===== src/verilog/bsr_defs.vh =====
`ifndef BSR_DEFS_VH
`define BSR_DEFS_VH

`define BSR_CLK_HZ        20000000
`define BSR_RELEASE_MS    200
`define BSR_BLANK_US      50
`define BSR_SOFTSTART_US  2600

`define BSR_ADDR_W        12
`define BSR_OFF_CTRL      12'h000
`define BSR_OFF_STATUS    12'h004

`define BSR_CTRL_SEQ_BIT  0
`define BSR_CTRL_RST      32'h00000000

`define BSR_DLIM_SUSPEND  2'h3

`define BSR_MASK_OFF      3'h0
`define BSR_MASK_C        3'h4
`define BSR_MASK_CB       3'h6
`define BSR_MASK_CBA      3'h7

`endif


===== src/verilog/bsr_rail.v =====
`timescale 1ns/1ps
`include "bsr_defs.vh"

module bsr_rail #(
  parameter SS_CYCLES = `BSR_SOFTSTART_US * (`BSR_CLK_HZ / 1000000),
  parameter CW        = 16
) (
  input  wire clk,
  input  wire rstn,
  input  wire rail_on,
  input  wire vin_ok,
  input  wire sc_low,
  output reg  ss_done_r,
  output reg  foldback_r,
  output reg  discharge_r
);

  localparam [31:0]   SS_CYC  = SS_CYCLES - 1;
  localparam [CW-1:0] SS_LAST = SS_CYC[CW-1:0];

  reg [CW-1:0] ss_cnt_r;

  always @(posedge clk or negedge rstn) begin
    if (!rstn) begin
      ss_cnt_r    <= {CW{1'b0}};
      ss_done_r   <= 1'b0;
      foldback_r  <= 1'b0;
      discharge_r <= 1'b0;
    end else begin
      if (!rail_on) begin
        ss_cnt_r  <= {CW{1'b0}};
        ss_done_r <= 1'b0;
      end else if (!ss_done_r) begin
        if (ss_cnt_r == SS_LAST)
          ss_done_r <= 1'b1;
        else
          ss_cnt_r <= ss_cnt_r + {{(CW-1){1'b0}}, 1'b1};
      end
      // Ignored during soft-start, when the output is legitimately low
      foldback_r  <= rail_on & ss_done_r & sc_low;
      // Below 1V input the switch cannot be driven, so it stays open
      discharge_r <= vin_ok & ~rail_on;
    end
  end

endmodule


===== src/verilog/bsr_sequencer.v =====
`timescale 1ns/1ps
`include "bsr_defs.vh"

module bsr_sequencer #(
  parameter SEQ_DEFAULT    = 1'b0,
  parameter RELEASE_CYCLES = `BSR_RELEASE_MS * (`BSR_CLK_HZ / 1000),
  parameter STEP_CYCLES    = `BSR_SOFTSTART_US * (`BSR_CLK_HZ / 1000000),
  parameter REL_W          = 22,
  parameter STEP_W         = 16
) (
  input  wire        pclk,
  input  wire        presetn,
  input  wire        psel,
  input  wire        penable,
  input  wire        pwrite,
  input  wire [11:0] paddr,
  input  wire [31:0] pwdata,
  output reg  [31:0] prdata,
  output reg         pready,
  output reg         pslverr,
  input  wire        buck_group_enable,
  input  wire        backlight_enable,
  input  wire        charge_enable,
  input  wire        rail_a_feedback_ok,
  input  wire [2:0]  rail_fb_short,
  input  wire        dc_valid,
  input  wire [1:0]  input_limit_select,
  input  wire        dc_suspend,
  input  wire        sys_ok,
  input  wire        vin_above_1v0,
  output reg         core_reset_out_n,
  output reg         core_reset_oe_n,
  output reg         charge_indicator,
  output reg         charge_indicator_oe_n,
  output reg         buck_rail_a_en,
  output reg         buck_rail_b_en,
  output reg         buck_rail_c_en,
  output wire        rail_a_foldback,
  output wire        rail_b_foldback,
  output wire        rail_c_foldback,
  output wire        rail_a_discharge,
  output wire        rail_b_discharge,
  output wire        rail_c_discharge,
  output reg         charger_en,
  output reg         sys_from_dc,
  output reg         boost_backlight_rail_en
);

  localparam [31:0]       BLANK_CYC  = `BSR_BLANK_US * (`BSR_CLK_HZ / 1000000) - 1;
  localparam [31:0]       REL_CYC    = RELEASE_CYCLES - 1;
  localparam [31:0]       STEP_CYC   = STEP_CYCLES - 1;
  localparam [9:0]        BLANK_LAST = BLANK_CYC[9:0];
  localparam [REL_W-1:0]  REL_LAST   = REL_CYC[REL_W-1:0];
  localparam [STEP_W-1:0] STEP_LAST  = STEP_CYC[STEP_W-1:0];

  localparam [3:0] S_OFF = 4'b0001;
  localparam [3:0] S_C   = 4'b0010;
  localparam [3:0] S_CB  = 4'b0100;
  localparam [3:0] S_CBA = 4'b1000;

  localparam SYNC_W = 13;

  // Pin synchroniser; only the second stage is read by logic
  reg  [SYNC_W-1:0] sync1_r;
  reg  [SYNC_W-1:0] sync2_r;
  wire [SYNC_W-1:0] pins_in;

  assign pins_in = {vin_above_1v0, sys_ok, dc_suspend, input_limit_select, dc_valid,
                    rail_fb_short, rail_a_feedback_ok, charge_enable, backlight_enable,
                    buck_group_enable};

  always @(posedge pclk or negedge presetn) begin
    if (!presetn) begin
      sync1_r <= {SYNC_W{1'b0}};
      sync2_r <= {SYNC_W{1'b0}};
    end else begin
      sync1_r <= pins_in;
      sync2_r <= sync1_r;
    end
  end

  wire       grp_en_s  = sync2_r[0];
  wire       bl_en_s   = sync2_r[1];
  wire       chg_en_s  = sync2_r[2];
  wire       fb_ok_s   = sync2_r[3];
  wire [2:0] short_s   = sync2_r[6:4];
  wire       dc_val_s  = sync2_r[7];
  wire [1:0] dlim_s    = sync2_r[9:8];
  wire       susp_s    = sync2_r[10];
  wire       sys_ok_s  = sync2_r[11];
  wire       vin_ok_s  = sync2_r[12];

  // Software-held control
  reg  [31:0] ctrl_r;
  wire        seq_mode = ctrl_r[`BSR_CTRL_SEQ_BIT];

  // Input supply qualification
  wire dc_suspended = seq_mode ? susp_s : (dlim_s == `BSR_DLIM_SUSPEND);
  wire dc_ok        = dc_val_s & ~dc_suspended;

  // Non-sequenced parts power the bucks from a good input as well as the pin
  wire rails_wanted = grp_en_s | (~seq_mode & dc_ok);

  // Rail sequencer
  reg  [3:0]        seq_state_r;
  reg  [3:0]        seq_state_nxt;
  reg  [STEP_W-1:0] step_cnt_r;
  reg  [2:0]        rail_mask_nxt;
  reg               grp_en_d_r;
  wire              step_done = (step_cnt_r == STEP_LAST);

  always @* begin
    seq_state_nxt = seq_state_r;
    case (seq_state_r)
      S_OFF: begin
        if (grp_en_s)
          seq_state_nxt = S_C;
      end
      S_C: begin
        // C is held a full step so the rails drop together only when sys_ok is lost or seq_mode is clear
        if (!grp_en_s && step_done)
          seq_state_nxt = S_OFF;
        else if (grp_en_s && step_done)
          seq_state_nxt = S_CB;
      end
      S_CB: begin
        if (!grp_en_s && step_done)
          seq_state_nxt = S_C;
        else if (grp_en_s && step_done)
          seq_state_nxt = S_CBA;
      end
      S_CBA: begin
        if (!grp_en_s)
          seq_state_nxt = S_CB;
      end
      default: seq_state_nxt = S_OFF;
    endcase
    if (!sys_ok_s || !seq_mode)
      seq_state_nxt = S_OFF;
  end

  always @* begin
    case (seq_state_r)
      S_C:     rail_mask_nxt = `BSR_MASK_C;
      S_CB:    rail_mask_nxt = `BSR_MASK_CB;
      S_CBA:   rail_mask_nxt = `BSR_MASK_CBA;
      default: rail_mask_nxt = `BSR_MASK_OFF;
    endcase
    if (!seq_mode)
      rail_mask_nxt = rails_wanted ? `BSR_MASK_CBA : `BSR_MASK_OFF;
    if (!sys_ok_s)
      rail_mask_nxt = `BSR_MASK_OFF;
  end

  always @(posedge pclk or negedge presetn) begin
    if (!presetn) begin
      seq_state_r    <= S_OFF;
      step_cnt_r     <= {STEP_W{1'b0}};
      buck_rail_a_en <= 1'b0;
      buck_rail_b_en <= 1'b0;
      buck_rail_c_en <= 1'b0;
      grp_en_d_r     <= 1'b0;
    end else begin
      seq_state_r <= seq_state_nxt;
      // Each step waits one soft-start time so the previous rail is up
      if (seq_state_nxt != seq_state_r || step_done)
        step_cnt_r <= {STEP_W{1'b0}};
      else
        step_cnt_r <= step_cnt_r + {{(STEP_W-1){1'b0}}, 1'b1};
      buck_rail_c_en <= rail_mask_nxt[2];
      buck_rail_b_en <= rail_mask_nxt[1];
      buck_rail_a_en <= rail_mask_nxt[0];
      grp_en_d_r     <= grp_en_s;
    end
  end

  // Per-rail soft-start, fold-back and discharge
  wire [2:0] rail_on = {buck_rail_c_en, buck_rail_b_en, buck_rail_a_en};
  wire [2:0] fold_w;
  wire [2:0] dis_w;

  genvar gi;
  generate
    for (gi = 0; gi < 3; gi = gi + 1) begin : g_rail
      bsr_rail #(
        .SS_CYCLES (STEP_CYCLES),
        .CW        (STEP_W)
      ) u_rail (
        .clk         (pclk),
        .rstn        (presetn),
        .rail_on     (rail_on[gi]),
        .vin_ok      (vin_ok_s),
        .sc_low      (short_s[gi]),
        .ss_done_r   (),
        .foldback_r  (fold_w[gi]),
        .discharge_r (dis_w[gi])
      );
    end
  endgenerate

  assign rail_a_foldback  = fold_w[0];
  assign rail_b_foldback  = fold_w[1];
  assign rail_c_foldback  = fold_w[2];
  assign rail_a_discharge = dis_w[0];
  assign rail_b_discharge = dis_w[1];
  assign rail_c_discharge = dis_w[2];

  // Core reset supervisor
  reg             rst_asserted_r;
  reg [REL_W-1:0] rel_cnt_r;
  reg [9:0]       blank_cnt_r;
  wire            grp_fall = grp_en_d_r & ~grp_en_s;

  always @(posedge pclk or negedge presetn) begin
    if (!presetn) begin
      rst_asserted_r <= 1'b1;
      rel_cnt_r      <= {REL_W{1'b0}};
      blank_cnt_r    <= 10'h000;
    end else if (!sys_ok_s) begin
      rst_asserted_r <= 1'b1;
      rel_cnt_r      <= {REL_W{1'b0}};
      blank_cnt_r    <= 10'h000;
    end else if (grp_en_s) begin
      rst_asserted_r <= 1'b0;
      rel_cnt_r      <= {REL_W{1'b0}};
      blank_cnt_r    <= 10'h000;
    end else if (grp_fall) begin
      rst_asserted_r <= 1'b1;
      rel_cnt_r      <= {REL_W{1'b0}};
      blank_cnt_r    <= 10'h000;
    end else if (fb_ok_s) begin
      blank_cnt_r <= 10'h000;
      if (rst_asserted_r) begin
        if (rel_cnt_r == REL_LAST)
          rst_asserted_r <= 1'b0;
        else
          rel_cnt_r <= rel_cnt_r + {{(REL_W-1){1'b0}}, 1'b1};
      end
    end else begin
      // A dip during the release delay starts the wait over
      rel_cnt_r <= {REL_W{1'b0}};
      if (!rst_asserted_r) begin
        // Short dips from feedback retuning must not reach the host
        if (blank_cnt_r == BLANK_LAST) begin
          rst_asserted_r <= 1'b1;
          blank_cnt_r    <= 10'h000;
        end else begin
          blank_cnt_r <= blank_cnt_r + 10'h001;
        end
      end
    end
  end

  // Open-drain reset: level always low, enable low while pulling
  always @(posedge pclk or negedge presetn) begin
    if (!presetn) begin
      core_reset_out_n <= 1'b0;
      core_reset_oe_n  <= 1'b0;
    end else begin
      core_reset_out_n <= 1'b0;
      core_reset_oe_n  <= ~rst_asserted_r;
    end
  end

  // Charger, input switch and backlight
  always @(posedge pclk or negedge presetn) begin
    if (!presetn) begin
      charger_en              <= 1'b0;
      charge_indicator        <= 1'b0;
      charge_indicator_oe_n   <= 1'b1;
      sys_from_dc             <= 1'b0;
      boost_backlight_rail_en <= 1'b0;
    end else begin
      charger_en              <= chg_en_s & dc_ok & sys_ok_s;
      charge_indicator        <= 1'b0;
      charge_indicator_oe_n   <= ~(chg_en_s & dc_ok & sys_ok_s);
      sys_from_dc             <= dc_ok;
      boost_backlight_rail_en <= bl_en_s & sys_ok_s;
    end
  end

  // APB slave: one access cycle, no wait states
  wire setup_ph  = psel & ~penable;
  wire access_ok = psel & penable & pready;
  wire hit_ctrl  = (paddr == `BSR_OFF_CTRL);
  wire hit_stat  = (paddr == `BSR_OFF_STATUS);

  wire [31:0] status_w = {15'h0000, seq_state_r, dis_w, fold_w, rail_on,
                          charger_en, dc_ok, sys_ok_s, rst_asserted_r};

  always @(posedge pclk or negedge presetn) begin
    if (!presetn) begin
      ctrl_r  <= `BSR_CTRL_RST | {31'h00000000, SEQ_DEFAULT};
      prdata  <= 32'h00000000;
      pready  <= 1'b0;
      pslverr <= 1'b0;
    end else begin
      if (setup_ph) begin
        pready  <= 1'b1;
        pslverr <= ~(hit_ctrl | hit_stat);
        if (pwrite)
          prdata <= 32'h00000000;
        else if (hit_ctrl)
          prdata <= ctrl_r;
        else if (hit_stat)
          prdata <= status_w;
        else
          prdata <= 32'h00000000;
      end else if (access_ok) begin
        pready  <= 1'b0;
        pslverr <= 1'b0;
        // Only the sequencing bit is writable; the rest reads zero
        if (pwrite && hit_ctrl)
          ctrl_r <= {31'h00000000, pwdata[`BSR_CTRL_SEQ_BIT]};
      end
    end
  end

endmodule


===== config.mk =====
export PLATFORM = sky130hd
export DESIGN_NAME = bsr_sequencer
export DESIGN_NICKNAME = d
export VERILOG_FILES = /design/src/verilog/bsr_rail.v /design/src/verilog/bsr_sequencer.v
export VERILOG_INCLUDE_DIRS = /design/src /design/src/verilog
export SDC_FILE = /design/constraint.sdc
export NUM_CORES = 1
export LEC_CHECK = 0
export BUFFER_PORTS_ARGS = -buffer_cell sky130_fd_sc_hd__buf_2
export CAP_MARGIN = 20
export CORE_ASPECT_RATIO = 0.5
export CORE_MARGIN = 2
export CORE_UTILIZATION = 54
export CTS_BUF_LIST = sky130_fd_sc_hd__clkbuf_2
export DETAILED_ROUTE_END_ITERATION = 8
export HOLD_SLACK_MARGIN = 0.05
export PLACE_DENSITY = 0.91
export SYNTH_ARGS = -nofsm -noshare
export SYNTH_HDL_FRONTEND = slang
export SYNTH_SLANG_ARGS = --single-unit
export TNS_END_PERCENT = 100

===== constraint.sdc =====
create_clock -name pclk -period 1.85 [get_ports pclk]
set_input_delay 0.2775 -clock pclk [delete_from_list [all_inputs] [get_ports pclk]]
set_output_delay 0.2775 -clock pclk [all_outputs]
set_load 0.05 [all_outputs]

### After elaboration in Yosys (flattened, before gate mapping)

Cells that the tools add are included.

| storage, ports and cells | value |
|---|---|
| bits in registers | 180 |
| output and inout bits | 50 |
| word-level logic and storage cells | 164 |

| operators by class | value |
|---|---|
| add/sub/neg operators | 6 |
| equal/unequal tests | 22 |
| mux-type cells | 58 |
| bitwise gates (word level) | 31 |
| reductions and logical operators | 15 |

Operator list:

| cell | count |
|---|---|
| $mux 16 | 10 |
| $mux 22 | 6 |
| $add 16x1->16 const B | 4 |
| $eq 16x16->1 const B | 4 |
| $mux 10 | 6 |
| $mux 17 | 2 |
| $mux 32 | 1 |
| $mux 4 | 7 |
| $add 22x1->22 const B | 1 |
| $eq 22x22->1 const B | 1 |
| $mux 1 | 21 |
| $and 1x1->1 | 18 |
| $pmux 4 s4 | 1 |
| $eq 12x3->1 const B | 1 |
| $logic_not 12->1 | 1 |
| $ne 2x2->1 const B | 6 |
| $not 1->1 | 11 |
| $add 10x1->10 const B | 1 |
| $eq 10x10->1 const B | 1 |
| $mux 3 | 3 |
| $pmux 3 s3 | 1 |
| $reduce_and 2->1 | 4 |
| $ne 5x3->1 const B | 1 |
| $ne 5x4->1 const B | 1 |
| 13 further kinds | 19 |

### Depth between registers and ports, before layout

| depth | value |
|---|---|
| word-level depth | 9 |
| mapped depth | 8 |

### Modules after synthesis

From an unflattened synthesis, not the netlist that was laid out.

| second synthesis, totals | value |
|---|---|
| cell total of the unflattened synthesis | 763 |
| area total of the unflattened synthesis | 7896.3 sq um |

By module, submodules not included:

| module | instances | cells an instance | area each (sq um) | seq. area each (sq um) |
|---|---|---|---|---|
| bsr_sequencer | 1 | 445 | 4807.1 | 2706.3 |
| bsr_rail | 3 | 106 | 1029.7 | 475.5 |

### Least setup slack after synthesis

No wires, ideal clock.

| timing | value |
|---|---|
| kind | flip-flop to flip-flop |
| from | register step_cnt_r[0] |
| to | register step_cnt_r[11] |
| arrival time | 1.903 ns |
| required time | 1.773 ns |
| slack | -0.130 ns |
| cell stages (with the launch flop) | 9 |
| path buffers | 2 |
| clock period less this slack | 1.980 ns |
| cells stage by stage | dfrtp_1 > ha_1 > and4_1 > clkbuf_1 > and4_1 > clkbuf_1 > o41ai_2 > nand4_1 > nor2_1 |

| on the way | value |
|---|---|
| word-level cells in the longest chain between the ends | 9 |
| elaborated cells between the ends (all ways) | 13 |
| classes of those cells | add/sub (1); eq/ne (2); mux (7); reduce/logical (3) |

RTL lines:

| what | RTL line | source |
|---|---|---|
| start: declaration | bsr_sequencer.v:107 | `reg [STEP_W-1:0] step_cnt_r;` |
| start signal: assignment | bsr_sequencer.v:158 | `step_cnt_r <= {STEP_W{1'b0}};` |
| start signal: assignment | bsr_sequencer.v:167 | `step_cnt_r <= {STEP_W{1'b0}};` |
| start signal: assignment | bsr_sequencer.v:169 | `step_cnt_r <= step_cnt_r + {{(STEP_W-1){1'b0}}, 1'b1};` |
| $eq 16x16->1 | bsr_sequencer.v:110 | `wire step_done = (step_cnt_r == STEP_LAST);` |
| $logic_and 1x1->1 | bsr_sequencer.v:123, bsr_sequencer.v:129 |  |
| $mux 4 (on tied branches) | bsr_sequencer.v:129, bsr_sequencer.v:123 |  |
| $mux 4 (on tied branches) | bsr_sequencer.v:127, bsr_sequencer.v:121 |  |
| $pmux 4 s4 | bsr_sequencer.v:114 | `case (seq_state_r)` |
| $mux 4 | bsr_sequencer.v:138 | `if (!sys_ok_s \|\| !seq_mode)` |
| $ne 4x4->1 | bsr_sequencer.v:166 | `if (seq_state_nxt != seq_state_r \|\| step_done)` |
| $logic_or 1x1->1 | bsr_sequencer.v:166 |  |
| $mux 16 (*) | bsr_sequencer.v:166 |  |

Mark *: on every way between the ends. The rest lies on a longest branch, timed or not.
A chain may end at the register's enable or synchronous reset.

### Worst setup path after layout

| timing | value |
|---|---|
| from | register g_rail[2].u_rail.ss_cnt_r[0] |
| to | register g_rail[2].u_rail.ss_cnt_r[2] |

| on the way | value |
|---|---|
| word-level cells in the longest chain between the ends | 4 |
| elaborated cells between the ends (all ways) | 7 |
| classes of those cells | add/sub (1); eq/ne (2); mux (3); reduce/logical (1) |

RTL lines:

| what | RTL line | source |
|---|---|---|
| start: declaration | bsr_rail.v:21 | `reg [CW-1:0] ss_cnt_r;` |
| start signal: assignment | bsr_rail.v:25 | `ss_cnt_r <= {CW{1'b0}};` |
| start signal: assignment | bsr_rail.v:31 | `ss_cnt_r <= {CW{1'b0}};` |
| start signal: assignment | bsr_rail.v:37 | `ss_cnt_r <= ss_cnt_r + {{(CW-1){1'b0}}, 1'b1};` |
| $add 16x1->16 | bsr_rail.v:37 |  |
| $mux 16 | bsr_rail.v:34 | `if (ss_cnt_r == SS_LAST)` |
| $mux 16 | bsr_rail.v:33 | `end else if (!ss_done_r) begin` |
| $mux 16 | bsr_rail.v:30 | `if (!rail_on) begin` |

Several ways; a longest one is shown, not always the timed one. The select of a mux whose other input is x is not followed.

==> metrics <==
status complete, but fails checks; failing checks setup timing; Synth area leaders dfrtp_1 (53%), nand2_1 (3.1%), nor2_1 (2.9%); layout cells sized above 1 28.54%; Yosys warnings 0; Layout Nets 987; row cnt 30; skew final 0.06971 ns; initial antenna violation count 0; fin crit period 2.027 ns; CTS Buffer Depth 2; Detailed Route Iter0 Violations 940; leakage 4.273 nW; crit path cell chain ha_2, nand4_1, or4_4, nand3_1, xnor2_1, and2_1; met2 usage 48.67%; CP Max Fanout 5; critical path arrival 2.72 ns; Hold Path Class in -> reg; Top delay family on crit path simple AND/OR/NAND/NOR gates; non-filler instance count after layout 1,124; ys flop type dfrtp_1; data required time of the worst path 2.55 ns; drt wl/cell 20.24 um; initial core utilization 55.82%; Max Clk Rate 493.4 MHz; met3 Usage GRT 5.874%; commonest non-fill, non-tap cell in the layout dfrtp_1; Yosys cell types 59; Fin. Hold Viols 0; Seq/Total Area, Yosys 54.04%; Root Buffer clkbuf_2; Syn Std Cell Area 7647 um^2; CTS Sinks 165; WL final 22.75 mm; Post-synth EDFFs 0; final RePlAce weighted congestion 0.8810; Worst Path Buf+Inv 0; vias per cell 6.354; setup ws final -0.1769 ns; die area 15,190 um^2; Post-DP Area 8558 um^2; Mean Syn Cell Area 10.24 um^2; top-area cell type share of the netlist area 53.01%; worst skew pair latency 0.78 ns; DRT Pass-1 Iters 8; Core Area 13,700 um^2; total global-route track usage 27.52%; final setup vio count 28; Post-Place Cells 1,036; final-report max-slew violation count 0; synthesized instance count 747; Worst-Margin Slew 0.5817 ns; clk slew on worst S/H paths 0.29 ns; Die Span Y 88.15 um; Congestion Overflow GR 0; Synth area leader dfrtp_1; Final period util 109.6%; ys async rst share 100.0%; Die Span X 172.3 um; GR Util met1 32.17%; most frequent cells in the layout dfrtp_1 (155), buf_4 (88), nand2_1 (61); max cap viols 0; Antenna diodes 0; Slew headroom 60.86%; max incr delay on CP 0.68 ns; number of global-route vias before repair 6,641; Critical-path top delay cell or4_4; first-pass GRT wire length 32.44 mm; IO Count 112; H-tree depth 4; RSZ-0062 raised after global routing yes; port buffer count 63; FF+latch count, synth 165; remaining antenna violation count 0; number of remaining DRC errors 0; pwr dens 722.2 nW/um^2; GR peak layer met2; pin count of the biggest net entering global routing 49; Critical Path End Type flop; total CTS buffers 17; peak supply drop 0.0003609 V; CTS tree built; area delta synth->final 26.37%; crit path launch type flop; critical path class reg -> reg; routed vias 7,142; DP HPWL 11.85 mm; post-route design area 9664 um^2
timing repair:
action	in CTS	in global routing
pin swaps	4	25
endpoints found under the hold margin	187	0
resized for setup	10	74
gates cloned	0	4
hold buffers	22	0
setup buffers	8	22
setup endpoints to repair	36	69
worst min-delay path, stage by stage:
cell,delay (ns)
buf_2,0.09
nand2b_1,0.19
buf_4,0.21
o41ai_2,0.12
flip-flops by register name, indices dropped and copies added (netlist names), 3 cells and up:
register / flops
step_cnt_r: 16
sync2_r: 13
seq_state_r: 4
prdata: 17
g_rail.u_rail.ss_done_r: 3
rel_cnt_r: 22
g_rail.u_rail.discharge_r: 3
g_rail.u_rail.foldback_r: 3
g_rail.u_rail.ss_cnt_r: 48
sync1_r: 13
blank_cnt_r: 10
routing by layer:
metal,wire length [um],vias up,part of all wire [%]
met5,0,-,0
met4,1525,0,6.7
met3,1695,175,7.4
met2,11160,518,49
met1,8373,3434,37
li1,-,3015,-
through the flow:
stage                     worst slack (ns)  hold slack (ns)  setup TNS [ns]  total power, mW  utilization (%)
after floorplan                   -0.06931         -0.01809         -0.5611            4.218                -
after global placement             0.04127           0.2523               0            4.431            62.47
after detailed placement          -0.01080           0.2602        -0.01553            4.460            62.47
after CTS                         -0.03000          0.08858        -0.05953            6.860            67.03
after global routing               -0.2187           0.1006          -3.415            7.168            70.54
final                              -0.1769           0.1053          -2.246            6.980            70.54
final timing paths:
kind / startpoint / endpoint / slack (ns) / cells after the start
setup / recovery: g_rail[2].u_rail.ss_cnt_r[0] / g_rail[2].u_rail.ss_cnt_r[2] / -0.18 / 6
hold / removal: penable / prdata[0] / 0.11 / 4
setup reg to reg: g_rail[2].u_rail.ss_cnt_r[0] / g_rail[2].u_rail.ss_cnt_r[2] / -0.18 / 6
hold reg to reg: sync1_r[0] / sync2_r[0] / 0.38 / 0
max in group asynchronous: presetn / buck_rail_a_en / 0.69 / 4
min in group asynchronous: presetn / seq_state_r[1] / 0.49 / 3
logic make-up (layout without fill, tap and decap cells):
group           after synthesis  count (layout)  share of synthesized area, %
compound gates              123             124                         10.45
flops                       165             165                         54.04
buf+inv                      61             228                         3.910
mux                           8               8                         1.064
fa+ha+maj                     6               6                        0.9816
other cells                   1              17                       0.04904
xor+xnor                     47              47                         5.383
simple gates                336             337                         24.12
Yosys cell counts, types with 3 or more instances:
library cell and count:
buf_2 5, inv_1 18, nand2_1 64, nand4_1 33, o211ai_1 8, a22o_1 17
xor2_1 22, nor2b_1 9, o21ai_1 3, buf_4 17, or4_1 10, and3_1 19
clkbuf_1 21, nor3b_1 4, dfrtp_1 162, mux2i_1 7, o31ai_1 10, nor2_1 59
or3_1 16, nand3_1 38, nor4b_1 6, nor4_1 14, xnor2_1 25, dfstp_2 3
nor3_1 16, nand2b_1 11, o21ai_0 31, a31oi_1 3, nand4b_1 3, and4_1 6
and2_1 13, a21oi_1 34, ha_1 6
power breakdown:
group	switching [mW]	leakage [nW]	internal, mW
Clock	1.40	0.171	1.04
Sequential	0.112	2.19	3.73
Combinational	0.450	1.91	0.246
Total	1.96	4.27	5.02
layout make-up:
class | instances | area (um^2)
clock buffer | 18 | 90.09
clock inverter | 14 | 225.2
fill | 822 | 4036
inverter | 18 | 67.56
multi-input combinational | 539 | 3596
sequential | 165 | 4141
tap | 192 | 240.2
timing repair buffer | 178 | 1304
Power figures use the tool's default switching activity.
